<file path="src/hdl/usb_rx_dma_pkg.sv">
/*
  shared constants and types of the receive descriptor dma engine.
  assumes 32-bit processor memory and an 8-bit register address space.
*/
package usb_rx_dma_pkg;

  localparam int NUM_CH   = 4;  // receive channels
  localparam int CH_W     = 2;  // channel number width
  localparam int LEN_W    = 16; // byte length fields

  // register map, byte addresses and channel state word numbers
  localparam logic [7:0] REG_CH_AREA_END = 8'h80; // below: channel words
  localparam logic [2:0] REG_W_OFFSET    = 3'h0;  // state word 0: offset
  localparam logic [2:0] REG_W_HEAD      = 3'h1;  // head descriptor ptr
  localparam logic [2:0] REG_W_SOP       = 3'h2;  // sop descriptor ptr
  localparam logic [2:0] REG_W_CUR       = 3'h3;  // current descriptor
  localparam logic [2:0] REG_W_BUFP      = 3'h4;  // current buffer ptr
  localparam logic [2:0] REG_W_LENS      = 3'h5;  // packet and buffer count
  localparam logic [2:0] REG_W_COMP      = 3'h7;  // completion pointer
  localparam logic [7:0] REG_CTRL        = 8'h80; // port/dma/aggregation
  localparam logic [7:0] REG_BUFCNT0     = 8'h84; // buffer count, ch 0
  localparam logic [7:0] REG_MPS         = 8'h94; // max packet size
  localparam logic [7:0] REG_STATUS      = 8'h98; // engine state, irqs

  // control register fields
  localparam int CTRL_PORT_EN_BIT = 0;
  localparam int CTRL_DMA_EN_LSB  = 4;
  localparam int CTRL_AGG_LSB     = 8;

  // descriptor word offsets and flag positions
  localparam logic [31:0] DESC_NEXT = 32'h0000_0000;
  localparam logic [31:0] DESC_BUF  = 32'h0000_0004;
  localparam logic [31:0] DESC_LEN  = 32'h0000_0008;
  localparam logic [31:0] DESC_FLAG = 32'h0000_000c;
  localparam int FLAG_SOP_BIT   = 31;
  localparam int FLAG_EOP_BIT   = 30;
  localparam int FLAG_OWN_BIT   = 29;
  localparam int FLAG_EOQ_BIT   = 28;
  localparam int FLAG_ABORT_BIT = 26;
  localparam int FLAG_ZERO_BIT  = 23;

  localparam logic [7:0]       MIN_BUFS    = 8'h03;  // start threshold
  localparam logic [LEN_W-1:0] MPS_RESET   = 16'h0040;
  localparam logic [31:0]      NULL_PTR    = 32'h0000_0000;

  // memory master request
  typedef struct packed {
    logic        req;
    logic        we;
    logic [31:0] addr;
    logic [31:0] wdata;
    logic [3:0]  be;
  } mem_req_t;

  // endpoint fifo byte presented to the engine
  typedef struct packed {
    logic            valid;
    logic [CH_W-1:0] ch;
    logic [7:0]      data;
    logic            last;  // last byte of a usb packet
    logic            zlp;   // zero length usb packet marker, no data
  } ep_in_t;

  typedef enum logic [3:0] {
    S_IDLE       = 4'b0000,
    S_FETCH_NEXT = 4'b0001,
    S_FETCH_BUF  = 4'b0010,
    S_FETCH_LEN  = 4'b0011,
    S_DATA       = 4'b0100,
    S_POP        = 4'b0101,
    S_WB_FULL    = 4'b0110,
    S_DROP       = 4'b0111,
    S_LAST_LEN   = 4'b1000,
    S_LAST_FLAG  = 4'b1001,
    S_SOP_LEN    = 4'b1010,
    S_SOP_FLAG   = 4'b1011,
    S_DONE       = 4'b1100
  } eng_state_t;

endpackage

</file>
<file path="src/hdl/usb_rx_chan_state.sv">
/*
  per-channel receive state: buffer offset, head descriptor pointer,
  completion pointer, buffer count and completion interrupt.
  assumes register strokes and engine pulses on the same clock.
*/
`timescale 1ns/1ns
module usb_rx_chan_state
  import usb_rx_dma_pkg::*;
(
  input  wire logic             core_clk,
  input  wire logic             arst_n,
  input  wire logic             sw_wr,       // write to a state word
  input  wire logic [2:0]       sw_word,     // which state word
  input  wire logic             sw_cnt_wr,   // write to buffer count
  input  wire logic [31:0]      sw_wdata,
  input  wire logic             eng_done,    // packet finished
  input  wire logic             eng_consume, // one buffer used
  input  wire logic [31:0]      eng_last,    // last descriptor of packet
  input  wire logic [31:0]      eng_next,    // link after last descriptor
  output logic      [LEN_W-1:0] offset_q,
  output logic      [31:0]      head_q,
  output logic      [31:0]      comp_q,
  output logic      [7:0]       bufcnt_q,
  output logic                  irq_q
);

  // engine's own last address, apart from the software-written copy
  logic [31:0] dev_q;

  wire head_wr = sw_wr && (sw_word == REG_W_HEAD);
  wire comp_wr = sw_wr && (sw_word == REG_W_COMP);
  wire offs_wr = sw_wr && (sw_word == REG_W_OFFSET);
  // acknowledge only lands on an exact match
  // a wrong ack must not move the value that a later ack is held to
  wire ack_ok  = comp_wr && (sw_wdata == dev_q);

  // offset and head pointer; software write wins over engine advance
  always_ff @(posedge core_clk or negedge arst_n) begin
    if (!arst_n) begin
      offset_q <= '0;
      head_q   <= NULL_PTR;
    end else begin
      if (offs_wr) begin
        offset_q <= sw_wdata[LEN_W-1:0];
      end
      if (head_wr) begin
        head_q <= sw_wdata;
      end else if (eng_done) begin
        head_q <= eng_next;
      end
    end
  end

  // completion pointer and interrupt; a new completion beats a clear
  always_ff @(posedge core_clk or negedge arst_n) begin
    if (!arst_n) begin
      comp_q <= NULL_PTR;
      dev_q  <= NULL_PTR;
      irq_q  <= 1'b0;
    end else begin
      if (eng_done) begin
        comp_q <= eng_last;
        dev_q  <= eng_last;
        irq_q  <= 1'b1;
      end else if (comp_wr) begin
        comp_q <= sw_wdata;
        irq_q  <= irq_q && !ack_ok;
      end
    end
  end

  // buffer count; a consume in the write cycle is still charged
  always_ff @(posedge core_clk or negedge arst_n) begin
    if (!arst_n) begin
      bufcnt_q <= '0;
    end else if (sw_cnt_wr) begin
      bufcnt_q <= sw_wdata[7:0] - {7'h00, eng_consume};
    end else if (eng_consume && (bufcnt_q != 8'h00)) begin
      bufcnt_q <= bufcnt_q - 8'h01;
    end
  end

endmodule

</file>
<file path="src/hdl/usb_rx_descriptor_dma.sv">
/*
  receive descriptor dma: moves endpoint fifo bytes into linked buffer
  descriptors in processor memory for four channels, writes back
  lengths and flags, and reports completion per channel.
  assumes a memory slave that pulses mem_ack once per request, and an
  endpoint fifo that holds a byte stable until ep_ready is seen.
*/
// The strobed register port and the register addresses were decided locally.
`timescale 1ns/1ns

// Notes on behaviour
// - no new transfer below three buffers
// - each consumed buffer decrements the count
// - nonzero head pointer write enables reception
// - buffers filled in queue link order
// - skip buffer offset bytes in first buffer
// - last descriptor length becomes bytes received
// - last descriptor gets end flag, queue-end flag; queue-end is set only when its link is null
// - first descriptor gets offset, length, flags, ownership
// - completion pointer write raises channel interrupt
// - matching acknowledge clears interrupt, mismatch keeps it
// - packet at queue end overruns and drops
// - abort flag marks packets cut short
// - transparent mode ends packet per usb packet
// - aggregation mode merges full packets until short
// - exact multiple waits for zero length packet
// - ownership one means device owns packet
// - zero length packet sets zero-byte flag when the dma packet holds no bytes
// - four channels, each with own interrupt
module usb_rx_descriptor_dma
  import usb_rx_dma_pkg::*;
#(
  parameter int CHANNELS = NUM_CH
)(
  input  wire logic        core_clk,
  input  wire logic        arst_n,
  input  wire logic [7:0]  reg_addr,
  input  wire logic [31:0] reg_wdata,
  input  wire logic        reg_wr,
  input  wire logic        reg_rd,
  output logic      [31:0] reg_rdata,
  output mem_req_t         mem_o,
  input  wire logic        mem_ack,
  input  wire logic [31:0] mem_rdata,
  input  wire ep_in_t      ep_i,
  output logic             ep_ready,
  output logic [CHANNELS-1:0] rx_irq
);

  // the map and channel field are sized for exactly four channels
  if (CHANNELS != NUM_CH) begin : g_bad_channels
    $error("usb_rx_descriptor_dma supports exactly four channels");
  end

  // software visible control
  logic [31:0]      ctrl_q;   // port enable, dma enables, aggregation
  logic [LEN_W-1:0] mps_q;    // endpoint max packet size

  // engine state
  eng_state_t       state_q;
  logic [CH_W-1:0]  ch_q;      // channel being served
  logic [31:0]      sop_q;     // first descriptor of packet
  logic [31:0]      cur_q;     // descriptor being filled
  logic [31:0]      next_q;    // link of current descriptor
  logic [31:0]      bufp_q;    // buffer pointer of current descriptor
  logic [LEN_W-1:0] blen_q;    // buffer size of current descriptor
  logic [LEN_W-1:0] cnt_q;     // bytes in current buffer
  logic [LEN_W-1:0] pkt_q;     // bytes in dma packet
  logic [LEN_W-1:0] usb_q;     // bytes in current usb packet
  logic [LEN_W-1:0] sop_len_q; // bytes kept in first buffer
  logic             zlp_q;     // usb packet was zero length
  logic             zero_q;    // whole dma packet empty
  logic             abort_q;   // cut short for lack of buffers
  logic             drop_q;    // discarding fifo bytes
  logic             last_q;    // popped byte closed a usb packet
  logic             done_q;    // completion pulse to channel
  logic             consume_q; // buffer-used pulse to channel
  mem_req_t         mem_q;
  logic             ready_q;
  logic [31:0]      rd_q;

  // per-channel state, one instance each
  logic [LEN_W-1:0] ch_off    [CHANNELS];
  logic [31:0]      ch_head   [CHANNELS];
  logic [31:0]      ch_comp   [CHANNELS];
  logic [7:0]       ch_cnt    [CHANNELS];
  logic [CHANNELS-1:0] ch_irq;

  wire              ch_area = reg_addr < REG_CH_AREA_END;
  wire [CH_W-1:0]   reg_ch  = reg_addr[6:5];
  wire [2:0]        reg_wd  = reg_addr[4:2];

  for (genvar c = 0; c < CHANNELS; c++) begin : g_ch
    localparam logic [7:0] CNT_ADDR = REG_BUFCNT0 + 8'(4 * c);
    usb_rx_chan_state u_state (
      .core_clk    (core_clk),
      .arst_n      (arst_n),
      .sw_wr       (reg_wr && ch_area && (reg_ch == CH_W'(c))),
      .sw_word     (reg_wd),
      .sw_cnt_wr   (reg_wr && (reg_addr == CNT_ADDR)),
      .sw_wdata    (reg_wdata),
      .eng_done    (done_q && (ch_q == CH_W'(c))),
      .eng_consume (consume_q && (ch_q == CH_W'(c))),
      .eng_last    (cur_q),
      .eng_next    (next_q),
      .offset_q    (ch_off[c]),
      .head_q      (ch_head[c]),
      .comp_q      (ch_comp[c]),
      .bufcnt_q    (ch_cnt[c]),
      .irq_q       (ch_irq[c])
    );
  end

  // start decision for the channel the fifo offers
  wire        port_en  = ctrl_q[CTRL_PORT_EN_BIT];
  wire        dma_en   = ctrl_q[CTRL_DMA_EN_LSB + 32'(ep_i.ch)];
  wire        agg_en   = ctrl_q[CTRL_AGG_LSB + 32'(ch_q)];
  wire [31:0] in_head  = ch_head[ep_i.ch];
  wire        offered  = ep_i.valid && port_en && dma_en && !done_q;
  wire        start_ok = offered && (in_head != NULL_PTR)
                         && (ch_cnt[ep_i.ch] >= MIN_BUFS);
  wire        ovr_sop  = offered && (in_head == NULL_PTR);

  // offset applies only in first buffer
  wire              at_sop   = (cur_q == sop_q);
  wire [LEN_W-1:0]  skip     = at_sop ? ch_off[ch_q] : '0;
  wire [LEN_W-1:0]  cap      = blen_q - skip;
  wire              full     = (cnt_q == cap);
  wire [31:0]       byte_a   = bufp_q + {16'h0000, skip} + {16'h0000, cnt_q};
  wire              queue_end_flag      = (next_q == NULL_PTR);
  // first descriptor status word, ownership cleared
  wire [31:0]       sop_word = (32'h1 << FLAG_SOP_BIT)
                             | (32'(abort_q) << FLAG_ABORT_BIT)
                             | (32'(zero_q) << FLAG_ZERO_BIT)
                             | {16'h0000, pkt_q};
  // end flag, queue-end flag on null link
  wire [31:0]       eop_word = (32'h1 << FLAG_EOP_BIT)
                             | (32'(queue_end_flag) << FLAG_EOQ_BIT)
                             | (at_sop ? sop_word : 32'h0);
  wire              usb_short = (usb_q < mps_q);

  // memory access wanted in the present state
  wire data_wr = (state_q == S_DATA) && ep_i.valid && !ep_i.zlp && !full;
  wire mem_state = data_wr || (state_q == S_FETCH_NEXT)
                 || (state_q == S_FETCH_BUF) || (state_q == S_FETCH_LEN)
                 || (state_q == S_WB_FULL) || (state_q == S_LAST_LEN)
                 || (state_q == S_LAST_FLAG) || (state_q == S_SOP_LEN)
                 || (state_q == S_SOP_FLAG);
  mem_req_t acc;

  // address and data of the access for each state
  always_comb begin
    acc       = '0;
    acc.req   = 1'b1;
    acc.we    = 1'b1;
    acc.be    = 4'hf;
    case (state_q)
      S_FETCH_NEXT: begin
        acc.we   = 1'b0;
        acc.addr = cur_q + DESC_NEXT;
      end
      S_FETCH_BUF: begin
        acc.we   = 1'b0;
        acc.addr = cur_q + DESC_BUF;
      end
      S_FETCH_LEN: begin
        acc.we   = 1'b0;
        acc.addr = cur_q + DESC_LEN;
      end
      S_DATA: begin
        // one byte lane, data copied to all lanes
        acc.addr  = {byte_a[31:2], 2'b00};
        acc.wdata = {4{ep_i.data}};
        acc.be    = 4'h1 << byte_a[1:0];
      end
      S_WB_FULL, S_LAST_LEN: begin
        acc.addr  = cur_q + DESC_LEN;
        acc.wdata = {skip, cnt_q};
      end
      S_LAST_FLAG: begin
        acc.addr  = cur_q + DESC_FLAG;
        acc.wdata = eop_word;
      end
      S_SOP_LEN: begin
        acc.addr  = sop_q + DESC_LEN;
        acc.wdata = {ch_off[ch_q], sop_len_q};
      end
      S_SOP_FLAG: begin
        acc.addr  = sop_q + DESC_FLAG;
        acc.wdata = sop_word;
      end
      default: begin
        acc.req = 1'b0;
      end
    endcase
  end

  // memory request holds until acknowledged
  always_ff @(posedge core_clk or negedge arst_n) begin
    if (!arst_n) begin
      mem_q <= '0;
    end else if (mem_ack) begin
      mem_q.req <= 1'b0;
    end else if (mem_state && !mem_q.req) begin
      mem_q <= acc;
    end
  end

  // engine sequence
  always_ff @(posedge core_clk or negedge arst_n) begin
    if (!arst_n) begin
      state_q <= S_IDLE;
      ch_q <= '0;       sop_q <= NULL_PTR;  cur_q <= NULL_PTR;
      next_q <= NULL_PTR; bufp_q <= NULL_PTR; blen_q <= '0;
      cnt_q <= '0;      pkt_q <= '0;        usb_q <= '0;
      sop_len_q <= '0;  zlp_q <= 1'b0;      zero_q <= 1'b0;
      abort_q <= 1'b0;  drop_q <= 1'b0;     last_q <= 1'b0;
      done_q <= 1'b0;   consume_q <= 1'b0;  ready_q <= 1'b0;
    end else begin
      done_q    <= 1'b0;
      consume_q <= 1'b0;
      ready_q   <= 1'b0;
      case (state_q)
        S_IDLE: begin
          ch_q <= ep_i.ch;
          cnt_q <= '0; pkt_q <= '0; usb_q <= '0;
          zlp_q <= 1'b0; zero_q <= 1'b0; abort_q <= 1'b0;
          last_q <= 1'b0;
          if (start_ok) begin
            sop_q   <= in_head;
            cur_q   <= in_head;
            drop_q  <= 1'b0;
            state_q <= S_FETCH_NEXT;
          end else if (ovr_sop) begin
            drop_q  <= 1'b1;
            state_q <= S_DROP;
          end
        end
        S_FETCH_NEXT: if (mem_ack) begin
          next_q  <= mem_rdata;
          state_q <= S_FETCH_BUF;
        end
        S_FETCH_BUF: if (mem_ack) begin
          bufp_q  <= mem_rdata;
          state_q <= S_FETCH_LEN;
        end
        S_FETCH_LEN: if (mem_ack) begin
          blen_q  <= mem_rdata[LEN_W-1:0];
          cnt_q   <= '0;
          state_q <= S_DATA;
        end
        S_DATA: begin
          if (ep_i.valid && ep_i.zlp) begin
            ready_q <= 1'b1;
            zlp_q   <= 1'b1;
            last_q  <= 1'b1;
            state_q <= S_POP;
          end else if (ep_i.valid && full) begin
            state_q <= S_WB_FULL;
          end else if (mem_ack) begin
            cnt_q   <= cnt_q + 16'h0001;
            pkt_q   <= pkt_q + 16'h0001;
            usb_q   <= usb_q + 16'h0001;
            ready_q <= 1'b1;
            last_q  <= ep_i.last;
            state_q <= S_POP;
          end
        end
        // fifo sees ready here; the byte is gone next cycle
        S_POP: begin
          last_q <= 1'b0;
          zlp_q  <= 1'b0;
          if (drop_q) begin
            state_q <= !last_q ? S_DROP
                       : (abort_q ? S_LAST_LEN : S_IDLE);
          end else if (last_q && (!agg_en || zlp_q || usb_short)) begin
            zero_q  <= (pkt_q == '0);
            state_q <= S_LAST_LEN;
          end else begin
            if (last_q) begin
              usb_q <= '0;
            end
            state_q <= S_DATA;
          end
        end
        S_WB_FULL: if (mem_ack) begin
          if (at_sop) begin
            sop_len_q <= cnt_q;
          end
          if (queue_end_flag) begin
            abort_q <= 1'b1;
            drop_q  <= 1'b1;
            state_q <= S_DROP;
          end else begin
            consume_q <= 1'b1;
            cur_q     <= next_q;
            state_q   <= S_FETCH_NEXT;
          end
        end
        S_DROP: if (ep_i.valid) begin
          ready_q <= 1'b1;
          last_q  <= ep_i.last || ep_i.zlp;
          state_q <= S_POP;
        end
        S_LAST_LEN: if (mem_ack) begin
          if (at_sop) begin
            sop_len_q <= cnt_q;
          end
          state_q <= S_LAST_FLAG;
        end
        S_LAST_FLAG: if (mem_ack) begin
          state_q <= at_sop ? S_DONE : S_SOP_LEN;
        end
        S_SOP_LEN: if (mem_ack) begin
          state_q <= S_SOP_FLAG;
        end
        S_SOP_FLAG: if (mem_ack) begin
          state_q <= S_DONE;
        end
        S_DONE: begin
          done_q    <= 1'b1;
          consume_q <= 1'b1;
          drop_q    <= 1'b0;
          state_q   <= S_IDLE;
        end
        default: begin
          state_q <= S_IDLE;
        end
      endcase
    end
  end

  // register writes to global control
  always_ff @(posedge core_clk or negedge arst_n) begin
    if (!arst_n) begin
      ctrl_q <= '0;
      mps_q  <= MPS_RESET;
    end else if (reg_wr && (reg_addr == REG_CTRL)) begin
      ctrl_q <= reg_wdata;
    end else if (reg_wr && (reg_addr == REG_MPS)) begin
      mps_q  <= reg_wdata[LEN_W-1:0];
    end
  end

  // read selection; engine words show the live engine state
  logic [31:0] rd_sel;
  wire         cnt_area = (reg_addr >= REG_BUFCNT0) && (reg_addr < REG_MPS);
  wire [CH_W-1:0] cnt_ch = CH_W'((reg_addr - REG_BUFCNT0) >> 2);
  always_comb begin
    rd_sel = 32'h0000_0000;
    if (ch_area) begin
      case (reg_wd)
        REG_W_OFFSET: rd_sel = {16'h0000, ch_off[reg_ch]};
        REG_W_HEAD:   rd_sel = ch_head[reg_ch];
        REG_W_SOP:    rd_sel = (reg_ch == ch_q) ? sop_q : NULL_PTR;
        REG_W_CUR:    rd_sel = (reg_ch == ch_q) ? cur_q : NULL_PTR;
        REG_W_BUFP:   rd_sel = (reg_ch == ch_q) ? bufp_q : NULL_PTR;
        REG_W_LENS:   rd_sel = (reg_ch == ch_q) ? {pkt_q, cnt_q} : '0;
        REG_W_COMP:   rd_sel = ch_comp[reg_ch];
        default:      rd_sel = 32'h0000_0000;
      endcase
    end else if (cnt_area && (reg_addr[1:0] == 2'b00)) begin
      rd_sel = {24'h000000, ch_cnt[cnt_ch]};
    end else if (reg_addr == REG_CTRL) begin
      rd_sel = ctrl_q;
    end else if (reg_addr == REG_MPS) begin
      rd_sel = {16'h0000, mps_q};
    end else if (reg_addr == REG_STATUS) begin
      rd_sel = {20'h00000, state_q, 2'b00, ch_q, ch_irq};
    end
  end

  // read data stands only in the cycle after the strobe
  always_ff @(posedge core_clk or negedge arst_n) begin
    if (!arst_n) begin
      rd_q   <= '0;
      rx_irq <= '0;
    end else begin
      rd_q   <= reg_rd ? rd_sel : 32'h0000_0000;
      rx_irq <= ch_irq;
    end
  end

  assign reg_rdata = rd_q;
  assign mem_o     = mem_q;
  assign ep_ready  = ready_q;

endmodule

</file>
<file path="config.mk">
export PLATFORM = sky130hd
export DESIGN_NAME = usb_rx_descriptor_dma
export DESIGN_NICKNAME = d
export VERILOG_FILES = /design/src/hdl/usb_rx_dma_pkg.sv /design/src/hdl/usb_rx_chan_state.sv /design/src/hdl/usb_rx_descriptor_dma.sv
export SDC_FILE = /design/constraint.sdc
export NUM_CORES = 2
export LEC_CHECK = 0
export BUFFER_PORTS_ARGS = -buffer_cell sky130_fd_sc_hd__buf_4
export CORE_MARGIN = 10
export CORE_UTILIZATION = 52
export DETAILED_ROUTE_END_ITERATION = 8
export PLACE_DENSITY = 0.71
export REMOVE_ABC_BUFFERS = 1
export SYNTH_ARGS = -nofsm -noshare
export SYNTH_HDL_FRONTEND = slang
export SYNTH_HIERARCHICAL = 1
export SYNTH_SLANG_ARGS = --single-unit
</file>
<file path="constraint.sdc">
create_clock -name core_clk -period 8 [get_ports core_clk]
set_input_delay 0.8 -clock core_clk [delete_from_list [all_inputs] [get_ports core_clk]]
set_output_delay 0.8 -clock core_clk [all_outputs]
set_load 0.03 [all_outputs]
</file>
==> results by group <==
Run status
  • Violated checks: DRC
  • Status: finished with violations

GRT
  • GRT Resource Usage Total: between 30% and 40%
  • Largest net degree at the start of global routing: 134
  • GR Overflow Total: 0
  • Vias in the first global route: 41,456
  • Initial antenna violation count: 9
  • First-pass GRT wire length: 280.5 mm

Setup path
  • WS Path Type: reg2reg
  • Worst-path fanout max: 18
  • R2R Setup Slk: 1220 ps
  • Required time worst endpoint: 8570 ps
  • Worst Setup Start Kind: flip-flop
  • CP Capture Type: flip-flop
  • R2r endpoint: mem_o[63]
  • Worst R2R Start: cur_q[0]
  • Critical path arrival: 7360 ps
  • Worst r2r path cells: 19
  • Worst Setup SP: cur_q[0]
  • CP endpoint: mem_o[63]

Synth
  • Post-synth EDFFs: 0
  • Synth warn: 6
  • Distinct cells, synth: 93
  • Yosys reg bits: 860
  • Synth top area share: a little over two fifths
  • Seq/Total Area, Yosys: 41.82%
  • Largest family of logic cells by synthesized area: multiplexers
  • Area leader, netlist: dfrtp_1
  • Synthesized area: around 51,000 um^2
  • Synth top area cells: dfrtp_1 42%, mux2i_1 6.9%, mux2_2 6.7%
  • Post-Synth XOR/XNOR Area: about 5.6%
  • Synth Area in Adders: between 2 and 3%
  • Post-synth ARST share: 100.0%
  • Mux contribution to synthesized area: between 20% and 30%
  • Mean area per synthesized cell: 10.19 um^2
  • Compound-Gate Fraction of Synth Area: between 10 and 15%
  • Top_reg_cell synth: dfrtp_1
  • Syn Inst Count: between 5,000 and 6,000
  • Synth Area in Simple Gates: a little under an eighth

Clock tree
  • Total CTS buffers: 95
  • CTS tree: done
  • Setup Fix Bufs, Post-CTS: 0
  • Clock Sink Count: 860
  • Clock transition at the registers of the reported paths: around 60 ps
  • Post-CTS Resized: 0
  • Hold-fix buffers at CTS: 0
  • Clock Path Buffers: 3
  • H-tree depth: 3
  • Root buffer cell: clkbuf_16
  • Latest clock arrival within the worst-skew pair: 700 ps

Timing
  • Worst slew pin tran: around 1200 ps
  • Relative max-transition margin: between 15 and 20%
  • Setup TNS: 0 ps
  • Fmax: around 150 MHz
  • Number of hold violations in the final report: 0
  • Fin. max-slew vios: 0
  • Final period utilization: between 80% and 90%
  • Tmin final: 6783 ps
  • Layout Skew: ~20 ps
  • Hold WS: between 30 and 40 ps
  • RSZ-0062 raised after global routing: no
  • Final setup viols: 0

Cells and area
  • Cell Count, Final, Fillers Out: roughly 6,400
  • Layout Nets: roughly 5,200
  • N_diodes: 0
  • Share of layout cells above drive strength 1: a little under a fifth
  • Area delta synth->final: 10.87%

Place
  • Inst Count DP: ~6,200
  • Gp weighted congestion: 1.029
  • HPWL Detailed: approximately 130 mm
  • Port-buffer cells: 196

Die
  • Die Area: 112,000 um^2
  • Core area: about 100,000 um^2
  • # IOs: 197
  • Starting Density: between 50% and 60%
  • Die Ht: around 330 um
  • Row cnt: 115
  • Die W: 334.6 um

Route
  • Wirelength per Cell: approximately 30 um
  • DR vias/cell: approximately 6.7
  • Via Count: about 43,000
  • Total wire length: roughly 190 mm
  • Antenna Nets Post-Route: 0
  • Drc violations: 13
  • Iter 0 DRT Violations: around 5,500
  • DR pass1 iterations: 9

Worst hold path
  • Hold crit path type: in2async

Pwr
  • Logic gate share of total power: about two fifths
  • LEAKAGE: about 24 nW
  • Pwr Density: about 340 nW/um^2
  • P_int: 0.01142 W
  • Switching Fraction: 41.03%
  • Reg power frac: between 30% and 40%
  • Clk pwr share: approximately a quarter
  • NetSw: slightly below 0.008 W
  • Worst-case vdd ir drop: 0.2956 mV

Run
  • Max-Cap Viols: 0
==> cell usage in the layout, fill, tap and decap left out, types with 15 or more instances in the layout <==
master       n
a211oi_1    25
a21o_1      16
a21oi_1    228
a221oi_1    34
a222oi_1    27
a22oi_1    100
a31oi_1     28
and2_1      17
and3_1      34
buf_4      283
clkbuf_1    15
clkbuf_16   97
clkbuf_8    24
clkinv_2    18
dfrtp_1    859
fa_1        18
ha_1        78
inv_1      219
mux2_2     306
mux2i_1    357
mux4_2     138
nand2_1    491
nand2b_1    31
nand3_1     93
nand4_1     73
nor2_1     199
nor2b_1     35
nor3_1      61
nor4_1      49
o211ai_1    19
o21a_1      23
o21ai_0    487
o31ai_1     29
or4_1       36
xnor2_1    236
xor2_1      91
==> synth_stat cells, drive strengths merged, types with 33 or more instances <==
master / instances
a21oi: 229
a221oi: 34
a22oi: 100
and3: 35
buf: 128
clkbuf: 251
dfrtp: 859
ha: 78
inv: 219
mux2: 317
mux2i: 358
mux4: 138
nand2: 492
nand3: 94
nand4: 74
nor2: 202
nor2b: 38
nor3: 70
nor4: 54
o21ai: 489
o31ai: 33
or4: 41
xnor2: 237
xor2: 91
==> final cells by class <==
class	count	area [um^2]
Fill cell	8343	41210
Multi-Input combinational cell	3591	27650
Sequential cell	860	21520
Clock buffer	136	2814
Timing Repair Buffer	287	2191
Tap cell	1287	1610
Inverter	219	822.0
Clock inverter	41	451.7
==> power groups by stage <==
stage	logic [W]	clock network, W	registers, W
2_1_floorplan	0.00437	0	0.00716
6_report	0.00743	0.00460	0.00734
5_1_grt	0.00791	0.00481	0.00748
3_5_place_dp	0.00722	0	0.00734
3_3_place_gp	0.00710	0	0.00727
4_1_cts	0.00726	0.00463	0.00728
==> critical path: stages, from the launching register on <==
cell	delay, ps
dfrtp_1	530
xnor2_1	470
nand4_1	230
nor4_2	620
and2_1	220
buf_4	230
nand2_1	100
inv_1	120
fa_1	420
ha_1	240
fa_1	480
a21oi_1	200
o21bai_1	140
a21boi_0	320
o21ai_0	380
o311ai_0	1110
a211oi_1	230
xnor2_1	210
o211ai_1	110
mux2_4	300
==> how the worst min path moves through the flow <==
stage | start | cells past startpoint | slack [ps] | to
6_report | arst_n | 1 | 30 | mem_o[64]
5_1_grt | arst_n | 1 | 70 | mem_o[64]
4_1_cts | arst_n | 1 | 50 | mem_o[57]
3_5_place_dp | zlp_q | 1 | 490 | zlp_q
3_3_place_gp | zlp_q | 1 | 480 | zlp_q
2_1_floorplan | g_ch[1].u_state/irq_q | 0 | 380 | rx_irq[1]
==> through the flow <==
stage	setup WS [ps]	util (%)	total power (W)	area, um^2
global placement	1660	54.74	0.01437	53800
CTS	1461	58.07	0.01917	57060
detailed placement	1482	54.74	0.01455	53800
floorplan	-1497	-	0.01153	49840
global route	869.6	58.07	0.02019	57060
finish	1217	58.07	0.01937	57060
==> cells by family after synthesis <==
group | count (synthesis)
adders and majority gates | 96
buffers and inverters | 598
muxes | 813
xor gates and xnor gates | 328
and+or+nand+nor | 1227
DFF | 860
AOI/OAI and AO/OA | 1127
==> sequential cells by signal, summed over array words and instances (netlist names), 16 cells and up <==
name                   cells
g_ch.u_state/comp_q      128
g_ch.u_state/dev_q       128
g_ch.u_state/head_q      128
mem_o                     70
g_ch.u_state/offset_q     64
bufp_q                    32
ctrl_q                    32
cur_q                     32
g_ch.u_state/bufcnt_q     32
next_q                    32
reg_rdata                 32
sop_q                     32
blen_q                    16
cnt_q                     16
mps_q                     16
pkt_q                     16
sop_len_q                 16
usb_q                     16
==> metal layers <==
| metal | share of wire, % | vias to the layer above | global-route usage [%] |
|---|---|---|---|
| met2 | 44 | 2485 | 49.34 |
| li1 | - | 18267 | - |
| met1 | 39 | 21541 | 43.59 |
| met3 | 10 | 597 | 7.244 |
| met4 | 7.4 | 10 | 21.09 |
| met5 | 0.059 | - | 0 |
Note: power is estimated with default switching activity, not from simulation.
